$ cat src/acrc_defs.svh
`ifndef ACRC_DEFS_SVH
`define ACRC_DEFS_SVH
// ----------------------------------------
// Register byte addresses
// ----------------------------------------
`define ACRC_OFS_SC1  5'h00
`define ACRC_OFS_SC2  5'h04
`define ACRC_OFS_RH   5'h08
`define ACRC_OFS_RL   5'h0C
`define ACRC_OFS_CVH  5'h10
`define ACRC_OFS_CVL  5'h14
`define ACRC_OFS_CFG  5'h18
// ----------------------------------------
// Field positions and field values
// ----------------------------------------
`define ACRC_SC1_CONVERSION_COMPLETE_FLAG 7
`define ACRC_SC1_CONT 5
`define ACRC_SC2_ACT  7
`define ACRC_SC2_TRG  6
`define ACRC_SC2_CFE  5
`define ACRC_SC2_CGT  4
`define ACRC_CFG_LP   7
`define ACRC_CFG_LS   4
`define ACRC_CH_OFF   5'h1F
`define ACRC_MODE_8   2'h0
`define ACRC_MODE_10  2'h2
`define ACRC_RESP_OK  2'h0
`define ACRC_RESP_ERR 2'h2
`endif

$ cat src/acrc_pkg.sv
`default_nettype none
package acrc_pkg;
  typedef enum logic [2:0] {
    ACRC_IDLE = 3'b001,
    ACRC_CONV = 3'b010,
    ACRC_DONE = 3'b100
  } acrc_state_t;
endpackage
`default_nettype wire

$ cat src/acrc_top.sv
// Decided for this implementation: the register offsets and register access over AXI4-Lite.
`timescale 1ns/1ps
`default_nettype none
module acrc_top
  import acrc_pkg::*;
#(
  parameter int SHORT_CYC = 4,
  parameter int LONG_CYC  = 24,
  parameter int BIT_CYC   = 1
) (
  input  wire logic        mclk,
  input  wire logic        rst,
  input  wire logic [4:0]  s_axi_awaddr,
  input  wire logic        s_axi_awvalid,
  output logic             s_axi_awready,
  input  wire logic [31:0] s_axi_wdata,
  input  wire logic [3:0]  s_axi_wstrb,
  input  wire logic        s_axi_wvalid,
  output logic             s_axi_wready,
  output logic [1:0]       s_axi_bresp,
  output logic             s_axi_bvalid,
  input  wire logic        s_axi_bready,
  input  wire logic [4:0]  s_axi_araddr,
  input  wire logic        s_axi_arvalid,
  output logic             s_axi_arready,
  output logic [31:0]      s_axi_rdata,
  output logic [1:0]       s_axi_rresp,
  output logic             s_axi_rvalid,
  input  wire logic        s_axi_rready,
  input  wire logic        hardware_trigger_in,
  input  wire logic        alternate_clock_in,
  input  wire logic        async_converter_clock,
  input  wire logic [9:0]  core_result,
  output logic             core_start,
  output logic             core_low_power,
  output logic             core_long_sample,
  output logic             core_ten_bit,
  output logic [4:0]       core_channel
);
`include "acrc_defs.svh"
  // ----------------------------------------
  // Registers
  // ----------------------------------------
  logic [7:0]  sc1_reg;
  logic [6:4]  sc2_reg;
  logic [7:0]  cvh_reg;
  logic [7:0]  cvl_reg;
  logic [7:0]  cfg_reg;
  logic [9:0]  res_reg;
  logic        lock_reg;
  logic        hwt_reg;
  logic [7:0]  cnt_reg;
  logic [3:0]  bit_reg;
  logic        armed_reg;
  acrc_state_t state_reg;
  logic [4:0]  awa_reg;
  logic [31:0] wd_reg;
  logic [3:0]  ws_reg;
  logic        awh_reg;
  logic        wh_reg;
  wire         ck_en;
  wire         alt_tick;
  wire         async_tick;
  // ----------------------------------------
  // Clock sources
  // ----------------------------------------
  // Edge pulses only: raw slow clocks never clock flops here
  acrc_sync u_alt (
    .mclk  (mclk),
    .rst   (rst),
    .d_in  (alternate_clock_in),
    .pulse (alt_tick)
  );
  acrc_sync u_async (
    .mclk  (mclk),
    .rst   (rst),
    .d_in  (async_converter_clock),
    .pulse (async_tick)
  );
  acrc_clkdiv u_div (
    .mclk       (mclk),
    .rst        (rst),
    .src_sel    (cfg_reg[1:0]),
    .div_sel    (cfg_reg[6:5]),
    .alt_tick   (alt_tick),
    .async_tick (async_tick),
    .ck_en      (ck_en)
  );
  // ----------------------------------------
  // Bus decode
  // ----------------------------------------
  wire       wr_go  = awh_reg && wh_reg && !s_axi_bvalid;
  wire       rd_go  = s_axi_arvalid && s_axi_arready;
  wire [7:0] wbyte  = wd_reg[7:0];
  wire       wlane  = ws_reg[0];
  wire       wr_sc1 = wr_go && wlane && (awa_reg == `ACRC_OFS_SC1);
  wire       wr_sc2 = wr_go && wlane && (awa_reg == `ACRC_OFS_SC2);
  wire       wr_cvh = wr_go && wlane && (awa_reg == `ACRC_OFS_CVH);
  wire       wr_cvl = wr_go && wlane && (awa_reg == `ACRC_OFS_CVL);
  wire       wr_cfg = wr_go && wlane && (awa_reg == `ACRC_OFS_CFG);
  wire       w_map  = (awa_reg <= `ACRC_OFS_CFG) && (awa_reg[1:0] == 2'h0);
  wire       r_map  = (s_axi_araddr <= `ACRC_OFS_CFG) && (s_axi_araddr[1:0] == 2'h0);
  wire       rd_rh  = rd_go && (s_axi_araddr == `ACRC_OFS_RH);
  wire       rd_rl  = rd_go && (s_axi_araddr == `ACRC_OFS_RL);
  wire       mode10 = (cfg_reg[3:2] == `ACRC_MODE_10);
  // ----------------------------------------
  // Conversion control
  // ----------------------------------------
  wire off_ch   = (sc1_reg[4:0] == `ACRC_CH_OFF);
  wire hwt_edge = hardware_trigger_in && !hwt_reg;
  wire trig     = sc2_reg[`ACRC_SC2_TRG] ? hwt_edge && !armed_reg : 1'b0;
  wire sw_start = wr_sc1 && (wbyte[4:0] != `ACRC_CH_OFF) && !sc2_reg[`ACRC_SC2_TRG];
  wire sample_done = (cnt_reg == 8'h0);
  wire conv_end = (state_reg == ACRC_CONV) && ck_en && sample_done
                  && (bit_reg == 4'h0);
  wire [9:0] cmp_val = mode10 ? {cvh_reg[1:0], cvl_reg} : {2'h0, cvl_reg};
  wire [9:0] new_res = mode10 ? core_result : {2'h0, core_result[7:0]};
  wire ge      = (new_res >= cmp_val);
  wire cmp_ok  = !sc2_reg[`ACRC_SC2_CFE] || (sc2_reg[`ACRC_SC2_CGT] ? ge : !ge);
  wire load_ok = conv_end && cmp_ok && !(lock_reg && mode10);
  wire again   = sc1_reg[`ACRC_SC1_CONT] && !off_ch;
  wire [7:0] samp_n = cfg_reg[`ACRC_CFG_LS] ? 8'(LONG_CYC) : 8'(SHORT_CYC);
  wire [3:0] bits_n = mode10 ? 4'hA : 4'h8;
  always_ff @(posedge mclk or posedge rst) begin
    if (rst) begin
      state_reg <= ACRC_IDLE;
      cnt_reg   <= 8'h0;
      bit_reg   <= 4'h0;
      armed_reg <= 1'b0;
      hwt_reg   <= 1'b0;
      core_start <= 1'b0;
    end else begin
      hwt_reg    <= hardware_trigger_in;
      core_start <= 1'b0;
      if (wr_sc1) begin
        armed_reg <= 1'b0;
        state_reg <= sw_start ? ACRC_CONV : ACRC_IDLE;
        cnt_reg   <= samp_n;
        bit_reg   <= bits_n;
        core_start <= sw_start;
      end else begin
        case (state_reg)
          ACRC_IDLE: begin
            if (trig && !off_ch) begin
              state_reg  <= ACRC_CONV;
              cnt_reg    <= samp_n;
              bit_reg    <= bits_n;
              core_start <= 1'b1;
              armed_reg  <= sc1_reg[`ACRC_SC1_CONT];
            end
          end
          ACRC_CONV: begin
            if (ck_en) begin
              if (!sample_done) begin
                cnt_reg <= cnt_reg - 8'h1;
              end else if (bit_reg != 4'h0) begin
                bit_reg <= bit_reg - 4'h1;
              end else begin
                state_reg <= ACRC_DONE;
              end
            end
          end
          ACRC_DONE: begin
            state_reg  <= again ? ACRC_CONV : ACRC_IDLE;
            cnt_reg    <= samp_n;
            bit_reg    <= bits_n;
            core_start <= again;
            if (!again) begin
              armed_reg <= 1'b0;
            end
          end
          default: state_reg <= ACRC_IDLE;
        endcase
      end
    end
  end
  // ----------------------------------------
  // Register file
  // ----------------------------------------
  logic [7:0] mode_q;
  always_ff @(posedge mclk or posedge rst) begin
    if (rst) begin
      sc1_reg  <= 8'h1F;
      sc2_reg  <= 3'h0;
      cvh_reg  <= 8'h00;
      cvl_reg  <= 8'h00;
      cfg_reg  <= 8'h00;
      res_reg  <= 10'h000;
      lock_reg <= 1'b0;
      mode_q   <= 8'h00;
    end else begin
      if (wr_sc1) begin
        sc1_reg[6:0] <= wbyte[6:0];
      end
      // Set wins over clear on reads of the low byte
      if (conv_end && cmp_ok) begin
        sc1_reg[`ACRC_SC1_CONVERSION_COMPLETE_FLAG] <= 1'b1;
      end else if (wr_sc1 || rd_rl) begin
        sc1_reg[`ACRC_SC1_CONVERSION_COMPLETE_FLAG] <= 1'b0;
      end
      // Reserved low bits are dropped on write
      if (wr_sc2) begin
        sc2_reg <= wbyte[6:4];
      end
      if (wr_cvh) begin
        cvh_reg <= {6'h00, wbyte[1:0]};
      end
      if (wr_cvl) begin
        cvl_reg <= wbyte;
      end
      if (wr_cfg) begin
        cfg_reg <= wbyte;
      end
      mode_q <= {6'h00, cfg_reg[3:2]};
      if (mode_q[1:0] != cfg_reg[3:2]) begin
        res_reg  <= 10'h000;
        lock_reg <= 1'b0;
      end else if (load_ok) begin
        res_reg <= new_res;
      end
      if (mode10 && rd_rh) begin
        lock_reg <= 1'b1;
      end else if (rd_rl || !mode10) begin
        lock_reg <= 1'b0;
      end
    end
  end
  wire [7:0] rh_val = mode10 ? {6'h00, res_reg[9:8]} : 8'h00;
  wire       busy   = (state_reg != ACRC_IDLE);
  wire [7:0] sc2_rd = {busy, sc2_reg, 4'h0};
  wire [7:0] rd_mux =
    (s_axi_araddr == `ACRC_OFS_SC1) ? sc1_reg :
    (s_axi_araddr == `ACRC_OFS_SC2) ? sc2_rd :
    (s_axi_araddr == `ACRC_OFS_RH)  ? rh_val :
    (s_axi_araddr == `ACRC_OFS_RL)  ? res_reg[7:0] :
    (s_axi_araddr == `ACRC_OFS_CVH) ? cvh_reg :
    (s_axi_araddr == `ACRC_OFS_CVL) ? cvl_reg : cfg_reg;
  // ----------------------------------------
  // AXI4-Lite slave
  // ----------------------------------------
  always_ff @(posedge mclk or posedge rst) begin
    if (rst) begin
      awh_reg <= 1'b0;
      wh_reg  <= 1'b0;
      awa_reg <= 5'h00;
      wd_reg  <= 32'h0000_0000;
      ws_reg  <= 4'h0;
      s_axi_awready <= 1'b0;
      s_axi_wready  <= 1'b0;
      s_axi_bvalid  <= 1'b0;
      s_axi_bresp   <= `ACRC_RESP_OK;
      s_axi_arready <= 1'b0;
      s_axi_rvalid  <= 1'b0;
      s_axi_rdata   <= 32'h0000_0000;
      s_axi_rresp   <= `ACRC_RESP_OK;
    end else begin
      s_axi_awready <= !awh_reg && !s_axi_awready && !s_axi_bvalid;
      s_axi_wready  <= !wh_reg && !s_axi_wready && !s_axi_bvalid;
      if (s_axi_awvalid && s_axi_awready) begin
        awh_reg <= 1'b1;
        awa_reg <= s_axi_awaddr;
        s_axi_awready <= 1'b0;
      end
      if (s_axi_wvalid && s_axi_wready) begin
        wh_reg <= 1'b1;
        wd_reg <= s_axi_wdata;
        ws_reg <= s_axi_wstrb;
        s_axi_wready <= 1'b0;
      end
      if (wr_go) begin
        awh_reg <= 1'b0;
        wh_reg  <= 1'b0;
        s_axi_bvalid <= 1'b1;
        s_axi_bresp  <= w_map ? `ACRC_RESP_OK : `ACRC_RESP_ERR;
      end else if (s_axi_bready) begin
        s_axi_bvalid <= 1'b0;
      end
      s_axi_arready <= !s_axi_arready && !s_axi_rvalid && s_axi_arvalid;
      if (rd_go) begin
        s_axi_arready <= 1'b0;
        s_axi_rvalid  <= 1'b1;
        s_axi_rdata   <= r_map ? {24'h000000, rd_mux} : 32'h0000_0000;
        s_axi_rresp   <= r_map ? `ACRC_RESP_OK : `ACRC_RESP_ERR;
      end else if (s_axi_rready) begin
        s_axi_rvalid <= 1'b0;
      end
    end
  end
  // ----------------------------------------
  // Converter core controls
  // ----------------------------------------
  always_ff @(posedge mclk or posedge rst) begin
    if (rst) begin
      core_low_power   <= 1'b0;
      core_long_sample <= 1'b0;
      core_ten_bit     <= 1'b0;
      core_channel     <= 5'h1F;
    end else begin
      core_low_power   <= cfg_reg[`ACRC_CFG_LP];
      core_long_sample <= cfg_reg[`ACRC_CFG_LS];
      core_ten_bit     <= mode10;
      core_channel     <= sc1_reg[4:0];
    end
  end
  // ----------------------------------------
  // Checks
  // ----------------------------------------
  chk_active_busy: assert property (@(posedge mclk) disable iff (rst)
    conv_end && !wr_sc1 |=> busy) else $error("active dropped early");
  chk_load_result: assert property (@(posedge mclk) disable iff (rst)
    load_ok && !wr_cfg && (mode_q[1:0] == cfg_reg[3:2]) |=> res_reg == $past(new_res))
    else $error("result not loaded");
  chk_lock_hold: assert property (@(posedge mclk) disable iff (rst)
    lock_reg && mode10 && !rd_rl && (mode_q[1:0] == cfg_reg[3:2]) |=> $stable(res_reg))
    else $error("locked result changed");
  chk_rh_zero: assert property (@(posedge mclk) disable iff (rst)
    !mode10 |-> rh_val == 8'h00) else $error("high byte nonzero");
  chk_conversion_complete_flag_set: assert property (@(posedge mclk) disable iff (rst)
    conv_end && cmp_ok |=> sc1_reg[`ACRC_SC1_CONVERSION_COMPLETE_FLAG]) else $error("flag not set");
  chk_abort_write: assert property (@(posedge mclk) disable iff (rst)
    wr_sc1 && !sw_start |=> state_reg == ACRC_IDLE) else $error("abort missed");
  chk_cmp_block: assert property (@(posedge mclk) disable iff (rst)
    conv_end && !cmp_ok |=> !$rose(sc1_reg[`ACRC_SC1_CONVERSION_COMPLETE_FLAG])) else $error("false compare");
  chk_lock_8bit: assert property (@(posedge mclk) disable iff (rst)
    !mode10 |=> !lock_reg) else $error("lock in 8-bit");
  cov_conv: cover property (@(posedge mclk) conv_end);
  cov_lock: cover property (@(posedge mclk) lock_reg && conv_end);
  cov_cmp:  cover property (@(posedge mclk) conv_end && !cmp_ok);
  cov_rep:  cover property (@(posedge mclk) (state_reg == ACRC_DONE) && again);
endmodule
`default_nettype wire

$ cat src/acrc_clkdiv.sv
`timescale 1ns/1ps
`default_nettype none
// ----------------------------------------
// Converter clock enable: source select then divide
// ----------------------------------------
module acrc_clkdiv (
  input  wire logic       mclk,
  input  wire logic       rst,
  input  wire logic [1:0] src_sel,
  input  wire logic [1:0] div_sel,
  input  wire logic       alt_tick,
  input  wire logic       async_tick,
  output logic            ck_en
);
  logic       half_reg;
  logic [2:0] cnt_reg;
  logic [2:0] cnt_limit;
  wire        src_tick;
  assign src_tick = (src_sel == 2'h0) ? 1'b1 :
                    (src_sel == 2'h1) ? half_reg :
                    (src_sel == 2'h2) ? alt_tick : async_tick;
  assign cnt_limit = (3'h1 << div_sel) - 3'h1;
  always_ff @(posedge mclk or posedge rst) begin
    if (rst) begin
      half_reg <= 1'b0;
      cnt_reg  <= 3'h0;
      ck_en    <= 1'b0;
    end else begin
      half_reg <= ~half_reg;
      ck_en    <= src_tick && (cnt_reg >= cnt_limit);
      if (src_tick) begin
        cnt_reg <= (cnt_reg >= cnt_limit) ? 3'h0 : cnt_reg + 3'h1;
      end
    end
  end
endmodule
`default_nettype wire

$ cat src/acrc_sync.sv
`timescale 1ns/1ps
`default_nettype none
// ----------------------------------------
// Two-flop synchroniser plus rising-edge pulse
// ----------------------------------------
module acrc_sync (
  input  wire logic mclk,
  input  wire logic rst,
  input  wire logic d_in,
  output logic      pulse
);
  logic s1_reg;
  logic s2_reg;
  logic s3_reg;
  always_ff @(posedge mclk or posedge rst) begin
    if (rst) begin
      s1_reg <= 1'b0;
      s2_reg <= 1'b0;
      s3_reg <= 1'b0;
      pulse  <= 1'b0;
    end else begin
      s1_reg <= d_in;
      s2_reg <= s1_reg;
      s3_reg <= s2_reg;
      pulse  <= s2_reg & ~s3_reg;
    end
  end
endmodule
`default_nettype wire

$ cat config.mk
export PLATFORM = sky130hd
export DESIGN_NAME = acrc_top
export DESIGN_NICKNAME = d
export VERILOG_FILES = /design/src/acrc_pkg.sv /design/src/acrc_top.sv /design/src/acrc_clkdiv.sv /design/src/acrc_sync.sv
export VERILOG_INCLUDE_DIRS = /design/src
export SDC_FILE = /design/constraint.sdc
export NUM_CORES = 1
export LEC_CHECK = 0
export BUFFER_PORTS_ARGS = -buffer_cell sky130_fd_sc_hd__buf_4
export CAP_MARGIN = 20
export CORE_MARGIN = 2
export CORE_UTILIZATION = 50
export CTS_CLUSTER_DIAMETER = 30
export DETAILED_ROUTE_END_ITERATION = 12
export PLACE_DENSITY_LB_ADDON = 0.1
export SLEW_MARGIN = 20
export SYNTH_ARGS = -nofsm -noshare
export SYNTH_HDL_FRONTEND = slang
export SYNTH_HIERARCHICAL = 1
export SYNTH_SLANG_ARGS = --single-unit
$ cat constraint.sdc
create_clock -name mclk -period 3.4 [get_ports mclk]
set_input_delay 0.85 -clock mclk [delete_from_list [all_inputs] [get_ports mclk]]
set_output_delay 0.85 -clock mclk [all_outputs]
set_load 0.02 [all_outputs]
Word-level counts from Yosys, hierarchy flattened
Index checks and enable logic that the tools add are counted.
{ "word_totals": {"ff_bits": 138, "in_bits": 66, "out_inout_bits": 50, "word_cells": 221} }
{ "op_classes": {"n_addsub": 4, "magnitude_cmp": 4, "n_eq_ne": 26, "n_shift": 1, "n_mux": 64, "n_bitwise": 5, "n_reduce_logical": 74} }
{ "ops": {"columns": ["operator", "count"], "rows": [
  ["$mux 8", 11],
  ["$mux 10", 4],
  ["$logic_and 1x1->1", 35],
  ["$eq 5x5->1 const B", 6],
  ["$mux 1", 26],
  ["$pmux 8 s3", 1],
  ["$mux 4", 5],
  ["$mux 3", 6],
  ["$logic_not 1->1", 15],
  ["$ne 3x3->1 const B", 5],
  ["$mux 2", 6],
  ["$pmux 4 s3", 1],
  ["$reduce_bool 2->1", 6],
  ["$eq 5x3->1 const B", 2],
  ["$eq 5x4->1 const B", 2],
  ["$ge 10x10->1", 1],
  ["$le 5x5->1 const B", 2],
  ["$logic_not 5->1", 2],
  ["$pmux 3 s3", 1],
  ["$logic_not 8->1", 1],
  ["$reduce_and 4->1", 2],
  ["$reduce_bool 4->1", 2],
  ["$sub 8x1->8 const B", 1],
  ["$logic_not 2->1", 3],
  ["23 further kinds", 32]
]} }

Logic depth before layout (Yosys ltp)
{ "logic_depth": {"ltp_word": 10, "mapped_depth": 11, "depth_no_buf": 9} }

Cells and area by module
Netlist, hierarchy kept.
{ "modules_own_cells": {"columns": ["mod", "instances", "cells_per_inst", "area_per_inst_um2", "seq_area_each_um2"], "rows": [
  ["acrc_top", 1, 500, 5127.4, 2491.1],
  ["acrc_clkdiv", 1, 35, 350.3, 125.1],
  ["acrc_sync", 2, 6, 117.6, 100.1]
]} }

Worst setup path after synthesis
No wires, ideal clock.
{ "synth_path": {"path_kind": "input-to-reg", "from": "in core_result[9]", "to": "reg res_reg[0]", "setup_ns": 0.079, "arrival_time_ns": 2.613, "t_required_ns": 3.321, "path_slack_ns": 0.708, "stages": 9, "path_buffers": 1, "path_cell_list": "and2_1 ha_1 nand4_1 a2111oi_0 or2_2 o211ai_1 a21oi_1 buf_2 mux2i_1"} }
{ "synth_between": {"elab_chain_len": 8} }
{ "synth_lines": {"columns": ["item", "line", "rtl"], "rows": [
  ["start, declared", "acrc_top.sv:33", "input wire logic [9:0] core_result,"],
  ["$mux 10 *", "acrc_top.sv:117", "wire [9:0] new_res = mode10 ? core_result : {2'h0, core_result[7:0]};"],
  ["$ge 10x10->1 *", "acrc_top.sv:118", "wire ge = (new_res >= cmp_val);"],
  ["$logic_not 1->1", "acrc_top.sv:119", "wire cmp_ok = !sc2_reg[`ACRC_SC2_CFE] || (sc2_reg[`ACRC_SC2_CGT] ? ge : !ge);"],
  ["$mux 1 *", "acrc_top.sv:119", null],
  ["$logic_or 1x1->1 *", "acrc_top.sv:119", null],
  ["$logic_and 1x1->1 * (2 in a row)", "acrc_top.sv:120", "wire load_ok = conv_end && cmp_ok && !(lock_reg && mode10);"],
  ["$reduce_bool 2->1 (no source line) *", null, null],
  ["end signal, assigned", "acrc_top.sv:219", "res_reg <= new_res;"],
  ["end, declared", "acrc_top.sv:49", "logic [9:0] res_reg;"]
]} }
Mark *: on every way between the ends. The rest lies on a longest branch, timed or not.
A chain may end at the register's enable or synchronous reset.

Worst setup path in the final report
{ "layout_path": {"from": "reg cfg_reg[3]", "to": "reg res_reg[8]"} }
{ "layout_between": {"elab_chain_len": 9, "elab_cells_between_ends": 15, "classes_between": "order compare (1); eq/ne (2); mux (5); reduce/logical (7)"} }
{ "layout_lines": {"columns": ["item", "line", "rtl"], "rows": [
  ["start, declared", "acrc_top.sv:48", "logic [7:0] cfg_reg;"],
  ["start signal, assigned", "acrc_top.sv:212", "cfg_reg <= wbyte;"],
  ["$eq 2x2->1 (no source line)", null, null],
  ["$mux 10 (on tied branches)", "acrc_top.sv:117, acrc_top.sv:116", null],
  ["$ge 10x10->1", "acrc_top.sv:118", null],
  ["$logic_not 1->1", "acrc_top.sv:119", null],
  ["$mux 1", "acrc_top.sv:119", null],
  ["$logic_or 1x1->1", "acrc_top.sv:119", null],
  ["$logic_and 1x1->1 (2 in a row)", "acrc_top.sv:120", null],
  ["$reduce_bool 2->1 (no source line)", null, null]
]} }
Parallel ways exist; a longest one is shown, timed or not. The select of a mux whose other input is x is not followed.

==> impl_metrics.env <==
export IMPL_status="finished clean"
export IMPL_worstSkewPairLatency_ps=360
export IMPL_nFillCells=968
export IMPL_die_area_mm2=0.01230
export IMPL_cellPowerDensity_mw_per_mm2=659.4
export IMPL_synth_fa_ha_area_share_pct=3.504
export IMPL_hp_class="reg -> reg"
export IMPL_max_slew_margin_rel_pct=41.68
export IMPL_cp_max_fo=10
export IMPL_post_cts_setup_buffers=0
export IMPL_root_buffer="clkbuf_16"
export IMPL_clkTransAtPathRegs_ps=80
export IMPL_synth_distinct_cells=65
export IMPL_timing_critical_path_mode_cell="buf_4"
export IMPL_grt_pass1_wl_um=21070
export IMPL_drc=0
export IMPL_die_y_um=110.9
export IMPL_rsz0062_at_grt="no"
export IMPL_r2r_start="cfg_reg[3]"
export IMPL_cts_path_max_buffers=2
export IMPL_vias_per_cell=5.519
export IMPL_dr_pass1_iters=5
export IMPL_yosys_mux_area_fraction_pct=9.658
export IMPL_cp_start_kind="register"
export IMPL_critPathArrivalTime_ps=3250
export IMPL_ys_async_sr_fraction_pct=100.0
export IMPL_mostFrequentLayoutCell="dfrtp_1"
export IMPL_cts_tree="done"
export IMPL_antenna_found_initial=0
export IMPL_register_area_mm2=0.002816
export IMPL_worst_path_largest_cell_delay_ps=450
export IMPL_yosysTopAreaCell="dfrtp_1"
export IMPL_hold_viol_final=0
export IMPL_end_kind="register"
export IMPL_critPathTopFamily="simple AND/OR/NAND/NOR gates"
export IMPL_synth_top_cell_area_share_pct=44.24
export IMPL_synth_seq_area_share_pct=49.30
export IMPL_synth_seq_cells=112
export IMPL_drtAntennaViolNets=0
export IMPL_routabilityCongestion=0.8754
export IMPL_hpwl_um=9425
export IMPL_power_leakage_nw=3.020
export IMPL_synth_edf_count=0
export IMPL_grt_max_degree=37
export IMPL_grt_use_total_pct=21.59
export IMPL_min_period_over_period_pct=87.36
export IMPL_cts_resized=0
export IMPL_final_cell_mix="101 x dfrtp_1, 75 x nand2_1, 69 x buf_4"
export IMPL_io_pins=116
export IMPL_synth_compound_area_share_pct=13.32
export IMPL_die_w_um=110.9
export IMPL_synth_area_leaders="dfrtp_1 44%, mux2_2 5.7%, dfstp_2 5.1%"
export IMPL_synth_main_ff_cell="dfrtp_1"
export IMPL_cts_hold_buf=0
export IMPL_drt_iter0_drc=210
export IMPL_rows=39
export IMPL_grt_pass1_vias=4126
export IMPL_core_mm2=0.01127
export IMPL_synthSimpleGateAreaFrac_pct=16.58
export IMPL_hold_start="u_alt/s1_reg"
export IMPL_path_cells="nor2b_1 -> buf_4 -> and2_1 -> ha_1 -> nand4_1 -> a2111oi_0 -> or2_2 -> o211ai_1 -> a21oi_1 -> buf_4 -> mux2i_1"
export IMPL_synth_avg_cell_area_um2=10.44
export IMPL_routed_wl_um=12640
export IMPL_synth_warning_count=6
export IMPL_vdd_drop_max_v=0.0005037
export IMPL_nets=693
export IMPL_routedWlPerCell_um=16.65
export IMPL_path_class="reg -> reg"
export IMPL_cts_sinks=112
export IMPL_min_period_ps=2970
export IMPL_fin_worst_skew_ps=11.25
export IMPL_maxClockFrequency_ghz=0.3367
export IMPL_syn_area_mm2=0.005713
export IMPL_fin_util_pct=58.31
export IMPL_multi_input_area_mm2=0.002610
export IMPL_vias=4189
export IMPL_maxCapViolations=0
export IMPL_antenna_cells=0
export IMPL_worst_slew_pin_slew_ps=867.5
export IMPL_synth_top_family_by_area="simple AND/OR/NAND/NOR gates"
export IMPL_area_growth_synth_to_final_pct=15.05
export IMPL_slowest_stage="a2111oi_0"
export IMPL_required_ps=3680
export IMPL_report_final_setup_viol=0
export IMPL_setup_tns_ps=0
export IMPL_synthCells=547
export IMPL_slew_violations=0
export IMPL_numCtsBuffers=9
export IMPL_crit_start="cfg_reg[3]"
export IMPL_largest_register_ffs=10
export IMPL_h_tree_depth=3
export IMPL_synthXorXnorAreaFrac_pct=0.9198
export IMPL_io_buffers=62
export IMPL_start_util_pct=50.68
export IMPL_path_buf_inv=2
export IMPL_gr_total_overflow=0
export IMPL_drive_above_1_share_pct=24.35
-- final timing paths --
| check | to | slack, ps | cells after the start |
|---|---|---|---|
| max | res_reg[8] | 430 | 11 |
| min | u_alt/s2_reg | 350 | 0 |
| max reg2reg | res_reg[8] | 430 | 11 |
| min reg2reg | u_alt/s2_reg | 350 | 0 |
| max in group asynchronous | core_channel[0] | 2030 | 3 |
| min in group asynchronous | u_async/s3_reg | 390 | 2 |
-- cells by family after synthesis --
| group | after synthesis |
|---|---|
| AND/OR/NAND/NOR | 178 |
| buffers and inverters | 73 |
| adder cells (fa/ha/maj) | 16 |
| other | 1 |
| multiplexers | 51 |
| XOR/XNOR | 6 |
| AO/OA/AOI/OAI | 110 |
| flip-flops | 112 |
-- cell type report --
type                       instances  area share (%)
clock buffer                      11           3.693
tap                              143           2.722
multi-input combinational        387           39.71
sequential                       112           42.85
timing repair buffer              71           8.490
inverter                          30           1.770
clock inverter                     5          0.7615
-- routing by layer --
| metal | global-route usage, % | up-vias | share of wire, % |
|---|---|---|---|
| met4 | 6.167 | 0 | 1.6 |
| met2 | 33.33 | 108 | 47 |
| met5 | 0 | - | 0 |
| met3 | 5.085 | 13 | 4.5 |
| li1 | - | 2010 | - |
| met1 | 30.69 | 2058 | 47 |
-- Yosys cell counts (6+ instances only) --
master and number:
o22ai_1 8, clkbuf_1 15, a31oi_1 6, nand3_1 12, nand2b_1 6, inv_1 30
ha_1 16, mux2_2 29, nor2_1 22, dfrtp_1 101, nor3_1 9, o21ai_0 35
nor3b_1 8, dfstp_2 11, a21oi_1 20, mux2i_1 21, buf_4 26, nor2b_1 11
a32o_1 8, nand2_1 75, o211ai_1 7
-- report_power, final --
part           internal [W]  switching (W)
registers           0.00167       0.000379
clock network      0.000533       0.000509
logic              0.000582       0.000664
total               0.00278        0.00155
-- per-stage QoR --
| stage | worst slack [ps] | instance area, um2 | std cells | power (W) | hold WS [ps] |
|---|---|---|---|---|---|
| detailed placement | 381.1 | 6280 | 743 | 0.003310 | 335.8 |
| global placement | 409.0 | 6280 | 743 | 0.003265 | 333.4 |
| floorplan | 707.9 | 5811 | 572 | 0.002876 | 331.2 |
| global route | 55.24 | 6573 | 759 | 0.004616 | 353.8 |
| CTS | 405.0 | 6573 | 759 | 0.004373 | 347.4 |
| finish | 429.9 | 6573 | 759 | 0.004334 | 350.2 |
(Power assumes the default switching activity.)
